[src/common/svid_telemetry_defs.vh]
// Register indexes, reset values, link framing and fixed codes of the telemetry bank
`ifndef SVID_TELEMETRY_DEFS_VH
`define SVID_TELEMETRY_DEFS_VH

// Register indexes
`define IDX_MAKER_CODE        8'h00
`define IDX_PRODUCT_CODE      8'h01
`define IDX_REVISION_CODE     8'h02
`define IDX_BUILD_DATE_CODE   8'h03
`define IDX_PROTOCOL_VERSION  8'h05
`define IDX_FEATURE_FLAGS     8'h06
`define IDX_PRIMARY_STATUS    8'h10
`define IDX_SECONDARY_STATUS  8'h11
`define IDX_THERMAL_ZONE      8'h12
`define IDX_OUTPUT_CURRENT    8'h15
`define IDX_OUTPUT_VOLTAGE    8'h16
`define IDX_DIE_TEMPERATURE   8'h17
`define IDX_OUTPUT_POWER      8'h18

// Identity values (arbitrary, neutral)
`define MAKER_CODE_VAL        8'h5a
`define PRODUCT_CODE_VAL      8'h3c
`define REVISION_CODE_VAL     8'h07
`define BUILD_DATE_CODE_VAL   8'h2e

// Fixed and reset values
`define PROTOCOL_VERSION_VAL  8'h02
`define FEATURE_FLAGS_VAL     8'hc7
`define TELEMETRY_RST         8'h01
`define STATUS_RST            8'h00
`define UNSUPPORTED_VAL       8'h00
`define UNMAPPED_VAL          8'h00
`define FULL_SCALE_VAL        8'hff

// Feature flag bit positions
`define FLAG_CURRENT_FORMAT   7
`define FLAG_TEMPERATURE      6
`define FLAG_POWER            2
`define FLAG_VOLTAGE          1
`define FLAG_CURRENT          0

// Link framing
`define FRAME_INDEX_BITS      4'd8
`define FRAME_DATA_BITS       4'd8

`endif

[src/hw/pin_sync.v]
// Two-flop synchroniser for inputs arriving from outside the system clock domain
module pin_sync #(
   parameter WIDTH = 1,
   parameter [WIDTH-1:0] RESET_VAL = {WIDTH{1'b0}}
) (
   // Clock and reset
   input  wire             clk,
   input  wire             reset,
   // Asynchronous input and synchronised output
   input  wire [WIDTH-1:0] asyncIn,
   output reg  [WIDTH-1:0] syncOut
);

   reg [WIDTH-1:0] metaQ;

   always @(posedge clk) begin
      if (reset) begin
         metaQ   <= RESET_VAL;
         syncOut <= RESET_VAL;
      end else begin
         metaQ   <= asyncIn;
         syncOut <= metaQ;
      end
   end

endmodule

[src/hw/serial_vid_telemetry_regs.v]
// Read-only identification, status and telemetry register bank behind a serial VID link
//
// How it works
// RULE1: Indexes 00h, 01h and 02h return fixed maker, product and revision codes on every read.
// RULE2: Index 05h always returns the protocol version 02h.
// RULE3: The feature flags read C7h: temperature, power, voltage and current measured, inputs not.
// RULE4: Feature flag bit 7 picks the current format, one amp per count or FFh at full scale.
// RULE5: Index 15h holds the 8-bit current reading, reaching FFh at the platform maximum current.
// RULE6: Index 16h holds the sensed output voltage between the sense inputs at 8 mV per count.
// RULE7: Index 17h reports die temperature directly in degrees Celsius, 100 degrees as 64h.
// RULE8: Index 18h holds the 8-bit product of the voltage and current readings.
// RULE9: Temperature or power reading 00h means unsupported, so zero is used for nothing else; the code still loads 00h when a supported reading is zero.
// RULE10: The host reads the primary status at 10h after the alert line is pulled.
// RULE11: Index 11h shows secondary status and index 12h the present thermal zone.
// RULE12: Telemetry registers hold 01h after reset until loaded; status and zone hold 00h.
// RULE13: The alert line is open-drain active low, pulled to ask for a status read.
// RULE14: The platform maximum current is caught from its pin once after reset and then held.
// RULE15: Host writes to any index leave every stored value unchanged.
`include "svid_telemetry_defs.vh"

module serial_vid_telemetry_regs #(
   parameter       CURRENT_FORMAT_SCALED = 1,
   parameter       TEMP_SUPPORTED        = 1,
   parameter       POWER_SUPPORTED       = 1,
   parameter       DATA_WIDTH            = 8,
   parameter [3:0] INDEX_BITS            = `FRAME_INDEX_BITS,
   parameter [3:0] DATA_BITS             = `FRAME_DATA_BITS
) (
   // Clock and reset
   input  wire                  sys_clk,
   input  wire                  reset,
   // Serial link pins
   input  wire                  linkClk,
   input  wire                  sdioIn,
   output reg                   sdioOut,
   output reg                   sdioOeN,
   output wire                  alertOut,
   output wire                  alertOeN,
   // Platform current programming pin
   input  wire [DATA_WIDTH-1:0] current_limit_pin,
   output reg  [DATA_WIDTH-1:0] currentLimitValue,
   // Conversion results
   input  wire                  adcLoad,
   input  wire [DATA_WIDTH-1:0] currentAmps,
   input  wire [DATA_WIDTH-1:0] sense_positive,
   input  wire [DATA_WIDTH-1:0] sense_negative,
   input  wire [DATA_WIDTH-1:0] tempCelsius,
   // Regulator condition
   input  wire                  statusLoad,
   input  wire [DATA_WIDTH-1:0] primaryStatusIn,
   input  wire [DATA_WIDTH-1:0] secondaryStatusIn,
   input  wire [DATA_WIDTH-1:0] thermalZoneIn
);

   localparam [1:0] ST_IDLE  = 2'd0;
   localparam [1:0] ST_INDEX = 2'd1;
   localparam [1:0] ST_WRITE = 2'd2;
   localparam [1:0] ST_READ  = 2'd3;

   wire                  clkSync;
   wire                  sdioSync;
   wire [DATA_WIDTH-1:0] limitSync;
   reg                   clkPrevQ;
   wire                  riseEdge;
   wire                  fallEdge;

   reg  [1:0]            stateQ;
   reg                   writeQ;
   reg                   firstQ;
   reg  [3:0]            bitCntQ;
   reg  [7:0]            indexQ;
   reg  [7:0]            shiftOutQ;
   reg                   limitTakenQ;
   reg  [1:0]            strapWaitQ;

   reg  [7:0]            currentQ;
   reg  [7:0]            voltageQ;
   reg  [7:0]            tempQ;
   reg  [7:0]            powerQ;
   reg  [7:0]            primaryQ;
   reg  [7:0]            secondaryQ;
   reg  [7:0]            zoneQ;
   reg                   alertPendingQ;

   wire [7:0]            featureFlags;
   wire [7:0]            indexNext;
   reg  [7:0]            readData;
   reg  [7:0]            currentD;
   wire [7:0]            voltageD;
   wire [15:0]           powerProduct;
   wire [15:0]           currentScaled;
   wire                  statusRead;

   // Link pins and strap cross into sys_clk
   pin_sync #(.WIDTH(1), .RESET_VAL(1'b1)) clkSyncU (
      .clk     (sys_clk),
      .reset   (reset),
      .asyncIn (linkClk),
      .syncOut (clkSync)
   );

   pin_sync #(.WIDTH(1), .RESET_VAL(1'b1)) sdioSyncU (
      .clk     (sys_clk),
      .reset   (reset),
      .asyncIn (sdioIn),
      .syncOut (sdioSync)
   );

   pin_sync #(.WIDTH(DATA_WIDTH), .RESET_VAL({DATA_WIDTH{1'b0}})) limitSyncU (
      .clk     (sys_clk),
      .reset   (reset),
      .asyncIn (current_limit_pin),
      .syncOut (limitSync)
   );

   always @(posedge sys_clk) begin
      if (reset) begin
         clkPrevQ <= 1'b1;
      end else begin
         clkPrevQ <= clkSync;
      end
   end

   assign riseEdge = clkSync & ~clkPrevQ;
   assign fallEdge = ~clkSync & clkPrevQ;

   // Strap is sampled once the synchroniser has flushed its reset value
   always @(posedge sys_clk) begin
      if (reset) begin
         strapWaitQ        <= 2'd0;
         limitTakenQ       <= 1'b0;
         currentLimitValue <= {DATA_WIDTH{1'b0}};
      end else begin
         // Two edges fill the synchroniser; the third takes the strap
         if (strapWaitQ != 2'd3) begin
            strapWaitQ <= strapWaitQ + 2'd1;
         end
         if (!limitTakenQ && (strapWaitQ == 2'd2)) begin
            limitTakenQ       <= 1'b1; // [RULE14]
            currentLimitValue <= limitSync; // [RULE14]
         end
      end
   end

   assign featureFlags = {(CURRENT_FORMAT_SCALED != 0) ? 1'b1 : 1'b0, // [RULE4]
                          (TEMP_SUPPORTED != 0) ? 1'b1 : 1'b0,
                          3'b000,
                          (POWER_SUPPORTED != 0) ? 1'b1 : 1'b0,
                          2'b11}; // [RULE3]

   // Current scaled so the platform maximum lands on full scale
   assign currentScaled = (currentLimitValue == 8'h00) ? 16'h00ff :
                          (({8'h00, currentAmps} * 16'd255) / {8'h00, currentLimitValue});

   always @* begin
      if (CURRENT_FORMAT_SCALED == 0) begin
         currentD = currentAmps; // [RULE4]
      end else if (currentScaled > 16'h00ff) begin
         currentD = `FULL_SCALE_VAL; // [RULE5]
      end else begin
         currentD = currentScaled[7:0]; // [RULE5]
      end
   end

   // Negative difference clamps at zero rather than wrapping
   assign voltageD = (sense_positive > sense_negative) ?
                     (sense_positive - sense_negative) : 8'h00; // [RULE6]

   // Upper byte of the product keeps the word in eight bits.
   // Built from the values being loaded, so 18h never lags 15h and 16h.
   assign powerProduct = voltageD * currentD; // [RULE8]

   always @(posedge sys_clk) begin
      if (reset) begin
         currentQ <= `TELEMETRY_RST; // [RULE12]
         voltageQ <= `TELEMETRY_RST; // [RULE12]
         tempQ    <= `TELEMETRY_RST; // [RULE12]
         powerQ   <= `TELEMETRY_RST; // [RULE12]
      end else if (adcLoad) begin
         currentQ <= currentD; // [RULE5]
         voltageQ <= voltageD; // [RULE6]
         tempQ    <= (TEMP_SUPPORTED != 0) ? tempCelsius : `UNSUPPORTED_VAL; // [RULE7] [RULE9]
         powerQ   <= (POWER_SUPPORTED != 0) ? powerProduct[15:8] : `UNSUPPORTED_VAL; // [RULE8] [RULE9]
      end
   end

   // Status registers and alert request
   assign indexNext  = {indexQ[6:0], sdioSync};
   assign statusRead = (stateQ == ST_INDEX) && riseEdge && (bitCntQ == INDEX_BITS - 4'd1) &&
                       !writeQ && (indexNext == `IDX_PRIMARY_STATUS);

   always @(posedge sys_clk) begin
      if (reset) begin
         primaryQ      <= `STATUS_RST; // [RULE12]
         secondaryQ    <= `STATUS_RST; // [RULE12]
         zoneQ         <= `STATUS_RST; // [RULE12]
         alertPendingQ <= 1'b0;
      end else begin
         if (statusLoad) begin
            primaryQ   <= primaryStatusIn;
            secondaryQ <= secondaryStatusIn; // [RULE11]
            zoneQ      <= thermalZoneIn; // [RULE11]
         end
         // A change landing with the status read keeps the alert up
         if (statusLoad && (primaryStatusIn != primaryQ)) begin
            alertPendingQ <= 1'b1; // [RULE13]
         end else if (statusRead) begin
            alertPendingQ <= 1'b0; // [RULE10]
         end
      end
   end

   assign alertOut = 1'b0; // [RULE13]
   assign alertOeN = ~alertPendingQ; // [RULE13]

   // Read multiplexer
   always @* begin
      case (indexNext)
         `IDX_MAKER_CODE:       readData = `MAKER_CODE_VAL; // [RULE1]
         `IDX_PRODUCT_CODE:     readData = `PRODUCT_CODE_VAL; // [RULE1]
         `IDX_REVISION_CODE:    readData = `REVISION_CODE_VAL; // [RULE1]
         `IDX_BUILD_DATE_CODE:  readData = `BUILD_DATE_CODE_VAL;
         `IDX_PROTOCOL_VERSION: readData = `PROTOCOL_VERSION_VAL; // [RULE2]
         `IDX_FEATURE_FLAGS:    readData = featureFlags; // [RULE3]
         `IDX_PRIMARY_STATUS:   readData = primaryQ; // [RULE10]
         `IDX_SECONDARY_STATUS: readData = secondaryQ; // [RULE11]
         `IDX_THERMAL_ZONE:     readData = zoneQ; // [RULE11]
         `IDX_OUTPUT_CURRENT:   readData = currentQ; // [RULE5]
         `IDX_OUTPUT_VOLTAGE:   readData = voltageQ; // [RULE6]
         `IDX_DIE_TEMPERATURE:  readData = tempQ; // [RULE7]
         `IDX_OUTPUT_POWER:     readData = powerQ; // [RULE8]
         default:               readData = `UNMAPPED_VAL;
      endcase
   end

   // Frame: start bit 0, direction bit (1 = write), index MSB first, then 8 data bits.
   // Device changes SDIO on falling link edges; host samples on rising ones.
   always @(posedge sys_clk) begin
      if (reset) begin
         stateQ    <= ST_IDLE;
         writeQ    <= 1'b0;
         firstQ    <= 1'b1;
         bitCntQ   <= 4'd0;
         indexQ    <= 8'h00;
         shiftOutQ <= 8'h00;
         sdioOut   <= 1'b1;
         sdioOeN   <= 1'b1;
      end else begin
         firstQ <= 1'b0;
         case (stateQ)
            ST_IDLE: begin
               sdioOeN <= 1'b1;
               if (riseEdge && !sdioSync) begin
                  stateQ  <= ST_INDEX;
                  firstQ  <= 1'b1;
                  bitCntQ <= 4'd0;
               end
            end
            ST_INDEX: begin
               if (riseEdge) begin
                  if (firstQ) begin
                     writeQ <= sdioSync;
                  end else begin
                     indexQ  <= indexNext;
                     bitCntQ <= bitCntQ + 4'd1;
                     if (bitCntQ == INDEX_BITS - 4'd1) begin
                        bitCntQ   <= 4'd0;
                        shiftOutQ <= readData;
                        stateQ    <= writeQ ? ST_WRITE : ST_READ;
                     end
                  end
               end else begin
                  firstQ <= firstQ;
               end
            end
            ST_WRITE: begin
               // Data bits are clocked past and dropped
               if (riseEdge) begin
                  bitCntQ <= bitCntQ + 4'd1; // [RULE15]
                  if (bitCntQ == DATA_BITS - 4'd1) begin
                     stateQ <= ST_IDLE; // [RULE15]
                  end
               end
            end
            ST_READ: begin
               if (fallEdge) begin
                  if (bitCntQ == DATA_BITS) begin
                     sdioOeN <= 1'b1;
                     sdioOut <= 1'b1;
                     stateQ  <= ST_IDLE;
                  end else begin
                     sdioOeN <= 1'b0;
                     sdioOut <= shiftOutQ[7];
                  end
               end else if (riseEdge && !sdioOeN) begin
                  shiftOutQ <= {shiftOutQ[6:0], 1'b0};
                  bitCntQ   <= bitCntQ + 4'd1;
               end
            end
            default: begin
               stateQ <= ST_IDLE;
            end
         endcase
      end
   end

endmodule

[config.mk]
export PLATFORM = sky130hd
export DESIGN_NAME = serial_vid_telemetry_regs
export DESIGN_NICKNAME = d
export VERILOG_FILES = /design/src/hw/pin_sync.v /design/src/hw/serial_vid_telemetry_regs.v
export VERILOG_INCLUDE_DIRS = /design/src /design/src/common
export SDC_FILE = /design/constraint.sdc
export NUM_CORES = 1
export LEC_CHECK = 0
export ABC_AREA = 1
export BUFFER_PORTS_ARGS = -buffer_cell sky130_fd_sc_hd__buf_4
export CAP_MARGIN = 10
export CORE_MARGIN = 2
export CORE_UTILIZATION = 55
export CTS_CLUSTER_DIAMETER = 60
export DETAILED_ROUTE_END_ITERATION = 10
export PLACE_DENSITY = 0.83
export SLEW_MARGIN = 20
export SYNTH_ARGS = -nofsm -noshare
export SYNTH_HDL_FRONTEND = slang
export SYNTH_HIERARCHICAL = 1
export SYNTH_SLANG_ARGS = --single-unit
[constraint.sdc]
create_clock -name sys_clk -period 43 [get_ports sys_clk]
set_input_delay 2.15 -clock sys_clk [delete_from_list [all_inputs] [get_ports sys_clk]]
set_output_delay 2.15 -clock sys_clk [all_outputs]
set_load 0.01 [all_outputs]
==> results_dict.tcl, run 1 <==
set metrics [dict create \
    yosys_warnings 6 \
    overflow 0 \
    setup_viol 0 \
    start_kind "primary input" \
    synthAdderAreaFrac 0.253 \
    ys_ff_latch 114 \
    cts_buffers 17 \
    totalWireLength_mm 36.1 \
    dr_total_vias 13700 \
    period_share 0.868 \
    synth_xor_area_frac 0.0443 \
    syn_inst 2089 \
    placed_cells 2469 \
    holdWs_ns 0.410 \
    slew_headroom 0.305 \
    gr-usage-all-layers 0.274 \
    critical_path.slowest_cell "fa_1" \
    rsz0062_at_grt "false" \
    synth_area_um2 14200 \
    cts_hold_buf 0 \
    synth_ff_type "dfxtp_1" \
    die-area_um2 27200 \
    yosys.area_share.simple 0.257 \
    synth_seq_area_share 0.160 \
    antenna_found_initial 0 \
    portBuffers 80 \
    cp_max_fo 16 \
    ant_nets 0 \
    cts.repair.resized 0 \
    coreArea_um2 25300 \
    crit_top_cell "nand2_1" \
    hold_viol_final 0 \
    synth_top_family_by_area "simple AND/OR/NAND/NOR gates" \
    worstPathRequired_ns 43.31 \
    max-cap-violations 0 \
    cts.sinks 114 \
    drive_above_1_share 0.105 \
    max_stage_delay_ns 0.57 \
    cts_setup_buffers 0 \
    critPathKind "in2reg" \
    routedWlPerCell_um 14.5 \
    worstSetupEndpointType "register" \
    gp_routability_congestion 0.954 \
    dieHeight_um 165 \
    h-tree-depth 4 \
    syn2layout_area_growth_pct 10.9 \
    syn_nets 2408 \
    cp_top_family "compound AO/OA/AOI/OAI gates" \
    grt_start_max_net_pins 64 \
    diodes 0 \
    clock_skew_ns 0.00905 \
    synth_cell_types 60 \
    postLayoutCellArea_um2 15800 \
    clkLatencyLatePin_ns 0.42 \
    layout.nets 2477 \
    grt_pass1_vias 13500 \
    place_area_um2 15100 \
    synthMuxAreaShare 0 \
    grt_pass1_wl_mm 61.2 \
    fmax_mhz 26.8 \
    vias_per_cell 5.47 \
    maxSlewViolCount 0 \
    ioPinCount 82 \
    std_cell_rows 58 \
    synth_compound_area_frac 0.162 \
    outcome "finished, final reports clean" \
    hpwl_mm 28.4 \
    clk_pin_slew_worst_paths_ns 0.06 \
    start_util 0.563 \
    clock_path_buffers 2 \
    hold_path.class "reg2reg" \
    die_width_um 165 \
    period_minus_slack_ns 37.34 \
    cp_num_buf_inv 34 \
    drt_iter0_markers 982 \
    most-common-layout-cells "398 x inv_1, 398 x nand2_1, 184 x ha_1, 164 x nor2_1, 150 x o21ai_0" \
    cts_tree "built" \
    max_slew.worst_pin.slew_ns 1.04 \
    async_reset_ff_frac 0 \
    syn_avg_cell_area_um2 6.81 \
    drtPass1Iterations 7 \
    fin_cells 2501 \
    synth-edff-count 0 \
    clockRootBuffer "clkbuf_16" \
    worstPathArrival_ns 37.65 \
    drcViolationCount 0 \
    finalSetupTns_ns 0 \
]
==> area by class of cell <==
cell class,count,area [um^2]
well taps,330,413
flip-flops and latches,114,2280
clock inverters,14,201
inverters,421,1580
fillers,2234,9490
clock buffers,18,439
multi-input cells,1517,10200
repair buffers,87,653
==> cells by family (layout without fill, tap and decap cells) <==
group,count (synthesis),in the layout
AOI/OAI and AO/OA,390,390
other,1,1
buffers and inverters,458,540
and+or+nand+nor,805,805
xor gates and xnor gates,72,72
adders and majority gates,249,249
DFF,114,114
==> metal layers <==
metal,vias up,part of all wire,track usage,wire [um]
met2,446,0.49,0.488,17600
met1,6310,0.44,0.345,15900
li1,6851,-,-,-
met5,-,0,0,0
met3,70,0.052,0.0291,1870
met4,0,0.023,0.0945,837
==> per-stage QoR <==
| step | setup WS [ns] | utilization |
|---|---|---|
| 4_1_cts | 6.07 | 0.624 |
| 5_1_grt | 2.17 | 0.624 |
| 2_1_floorplan | 8.69 | - |
| 6_report | 5.66 | 0.624 |
| 3_3_place_gp | 7.53 | 0.599 |
| 3_5_place_dp | 5.82 | 0.599 |
==> synth_stat cells (all sizes together), types with 21 or more instances <==
cell / number / area, um^2
nor3: 24 / 125
dfxtp: 114 / 2280
ha: 184 / 2300
a21o: 27 / 203
or2: 21 / 131
xnor2: 37 / 324
nand3: 116 / 651
inv: 415 / 1560
fa: 65 / 1300
nand2: 432 / 1760
a21oi: 113 / 607
clkbuf: 30 / 113
xor2: 35 / 307
nor2: 180 / 782
o21ai: 176 / 918
==> final timing paths <==
| kind | from | end | slack (ns) | cells after the start |
|---|---|---|---|---|
| worst max-delay path | currentAmps[0] | powerQ[6]$_SDFFE_PP0P_ | 5.66 | 239 |
| worst min-delay path | sdioSyncU/metaQ$_SDFF_PP1_ | sdioSyncU/syncOut$_SDFF_PP1_ | 0.41 | 2 |
| worst max register to register | currentLimitValue[2]$_SDFFE_PP0P_ | powerQ[6]$_SDFFE_PP0P_ | 9.71 | 226 |
| worst min register to register | sdioSyncU/metaQ$_SDFF_PP1_ | sdioSyncU/syncOut$_SDFF_PP1_ | 0.41 | 2 |
==> worst min-delay path: cells and delay by family (launching register included) <==
kind / cells / cell delay, ns
flops: 1 / 0.31
simple gates: 1 / 0.04
buf+inv: 1 / 0.04
==> state kept, by name, indices dropped and copies added (netlist names), 2 cells and up <==
| name | cells |
|---|---|
| currentQ | 8 |
| stateQ | 2 |
| strapWaitQ | 2 |
| voltageQ | 8 |
| powerQ | 8 |
| currentLimitValue | 8 |
| zoneQ | 8 |
| tempQ | 8 |
| indexQ | 7 |
| shiftOutQ | 8 |
| limitSyncU/metaQ | 8 |
| bitCntQ | 4 |
| primaryQ | 8 |
| secondaryQ | 8 |
| limitSyncU/syncOut | 8 |
Power of run 1 is left out: the tool's default activity adds up to more than one toggle a clock period on the data nets, which glitch-free logic cannot reach.
==> inputs of run 2 (changes only) <==
Settings changed: CELL_PAD_IN_SITES_DETAIL_PLACEMENT set to 1, CELL_PAD_IN_SITES_GLOBAL_PLACEMENT set to 1, CORE_UTILIZATION 55 to 46, PLACE_DENSITY 0.83 to 0.93.
==> run 2 against run 1 <==
Effect of this change:
- critical path depth rose by 3
- design area is essentially flat
- clock skew is 0.0049 ns higher
- sequential share of layout area is essentially flat
- utilization fell by 11 points
- die area increased by 19%
- hold slack gained 0.012 ns
- global-route usage increased by 3.3 points
- via count up 8.9%
- worst setup slack got worse by 2.0 ns
- count of clock-buffer cells in the layout decreased by 1
- register-to-register slack got worse by 1.9 ns
- largest cell class unchanged
- highest routed layer unchanged
==> results_dict.tcl, run 2 (synthesized netlist as in run 1, its figures left out) <==
set metrics [dict create \
    outcome "finished, final reports clean" \
    portBuffers 80 \
    cts.sinks 114 \
    start_kind "primary input" \
    std_cell_rows 64 \
    max-cap-violations 0 \
    cts_buffers 17 \
    grt_start_max_net_pins 72 \
    met2_usage 0.559 \
    hpwl_mm 36.3 \
    period_share 0.914 \
    coreArea_um2 30500 \
    clkLatencyLatePin_ns 0.44 \
    overflow 0 \
    rsz0062_at_grt "false" \
    worstPathArrival_ns 39.62 \
    finalSetupTns_ns 0 \
    drtPass1Iterations 6 \
    fin_cells 2566 \
    max_slew.worst_pin.slew_ns 1.02 \
    worstPathRequired_ns 43.32 \
    gr-usage-all-layers 0.307 \
    antenna_found_initial 0 \
    ioPinCount 82 \
    start_util 0.466 \
    placed_cells 2534 \
    cts_setup_buffers 0 \
    drt_iter0_markers 1088 \
    h-tree-depth 4 \
    drive_above_1_share 0.106 \
    fmax_mhz 25.4 \
    most-common-layout-cells "398 x inv_1, 398 x nand2_1, 184 x ha_1, 164 x nor2_1, 150 x o21ai_0" \
    diodes 0 \
    grt_pass1_vias 16300 \
    clock_skew_ns 0.0139 \
    cp_top_family "compound AO/OA/AOI/OAI gates" \
    cp_num_buf_inv 32 \
    layout.nets 2476 \
    setup_viol 0 \
    critical_path.slowest_cell "fa_1" \
    slew_headroom 0.318 \
    grt_util_met1 0.351 \
    clk_pin_slew_worst_paths_ns 0.06 \
    drcViolationCount 0 \
    totalWireLength_mm 50.2 \
    cts.repair.resized 0 \
    maxSlewViolCount 0 \
    clockRootBuffer "clkbuf_16" \
    cts_tree "built" \
    die_width_um 180 \
    hold_viol_final 0 \
    gp_routability_congestion 0.892 \
    worstSetupEndpointType "register" \
    vias_per_cell 5.80 \
    cp_max_fo 16 \
    routedWlPerCell_um 19.6 \
    grt_pass1_wl_mm 81.6 \
    critPathKind "in2reg" \
    ant_nets 0 \
    hold_path.class "reg2reg" \
    die-area_um2 32300 \
    max_stage_delay_ns 0.66 \
    dr_total_vias 14900 \
    crit_top_cell "nand2_1" \
    grt_use_met3 0.0365 \
    period_minus_slack_ns 39.31 \
    syn2layout_area_growth_pct 10.9 \
    cts_hold_buf 0 \
    dieHeight_um 180 \
    grt-busiest-layer "met2" \
    clock_path_buffers 2 \
]
==> run 2: cell count changes in the layout (fill, tap and decap cells not counted), moves of 2 or more <==
cell and change:
clkinv_4 -3, nor3_2 +2, inv_6 +5, bufinv_16 -4
nor3_1 -2, inv_8 +2
==> run 2: worst paths after layout <==
kind | startpoint | end | slack (ns) | cells after the start
setup / recovery | currentAmps[0] | powerQ[6]$_SDFFE_PP0P_ | 3.69 | 242
hold / removal | limitSyncU/metaQ[6]$_SDFF_PP0_ | limitSyncU/syncOut[6]$_SDFF_PP0_ | 0.42 | 2
hold reg to reg | limitSyncU/metaQ[6]$_SDFF_PP0_ | limitSyncU/syncOut[6]$_SDFF_PP0_ | 0.42 | 2
setup reg to reg | currentLimitValue[2]$_SDFFE_PP0P_ | powerQ[6]$_SDFFE_PP0P_ | 7.80 | 227
==> run 2: final cells by class <==
class | instances | area [um^2]
Timing Repair Buffer | 86 | 646
Tap cell | 396 | 495
Sequential cell | 114 | 2280
Fill cell | 4004 | 14700
Multi-Input combinational cell | 1517 | 10200
Clock buffer | 17 | 425
Clock inverter | 15 | 138
Inverter | 421 | 1580
==> run 2: stage by stage <==
step                worst slack (ns)  cell area [um^2]   util  hold WS (ns)
global route                   0.670             15800  0.517         0.434
detailed placement              4.49             15200  0.498         0.400
global placement                7.26             15200  0.498         0.387
floorplan                       8.69             14200      -         0.380
CTS                             4.08             15800  0.517         0.420
finish                          3.69             15800  0.517         0.422
==> run 2: worst reg2reg max path, delay by kind of cell (launching register included) <==
family	cells	cell delay (ns)
simple gates	101	11.16
flops	1	0.35
compound gates	76	13.19
buf+inv	31	4.08
fa+ha+maj	19	6.33
==> run 2: routing by layer <==
metal / vias up / share of wire
li1: 6835 / -
met1: 7351 / 0.40
met2: 527 / 0.51
met3: 182 / 0.043
met4: 0 / 0.044
met5: - / 0
Power of run 2 is left out for the same reason.
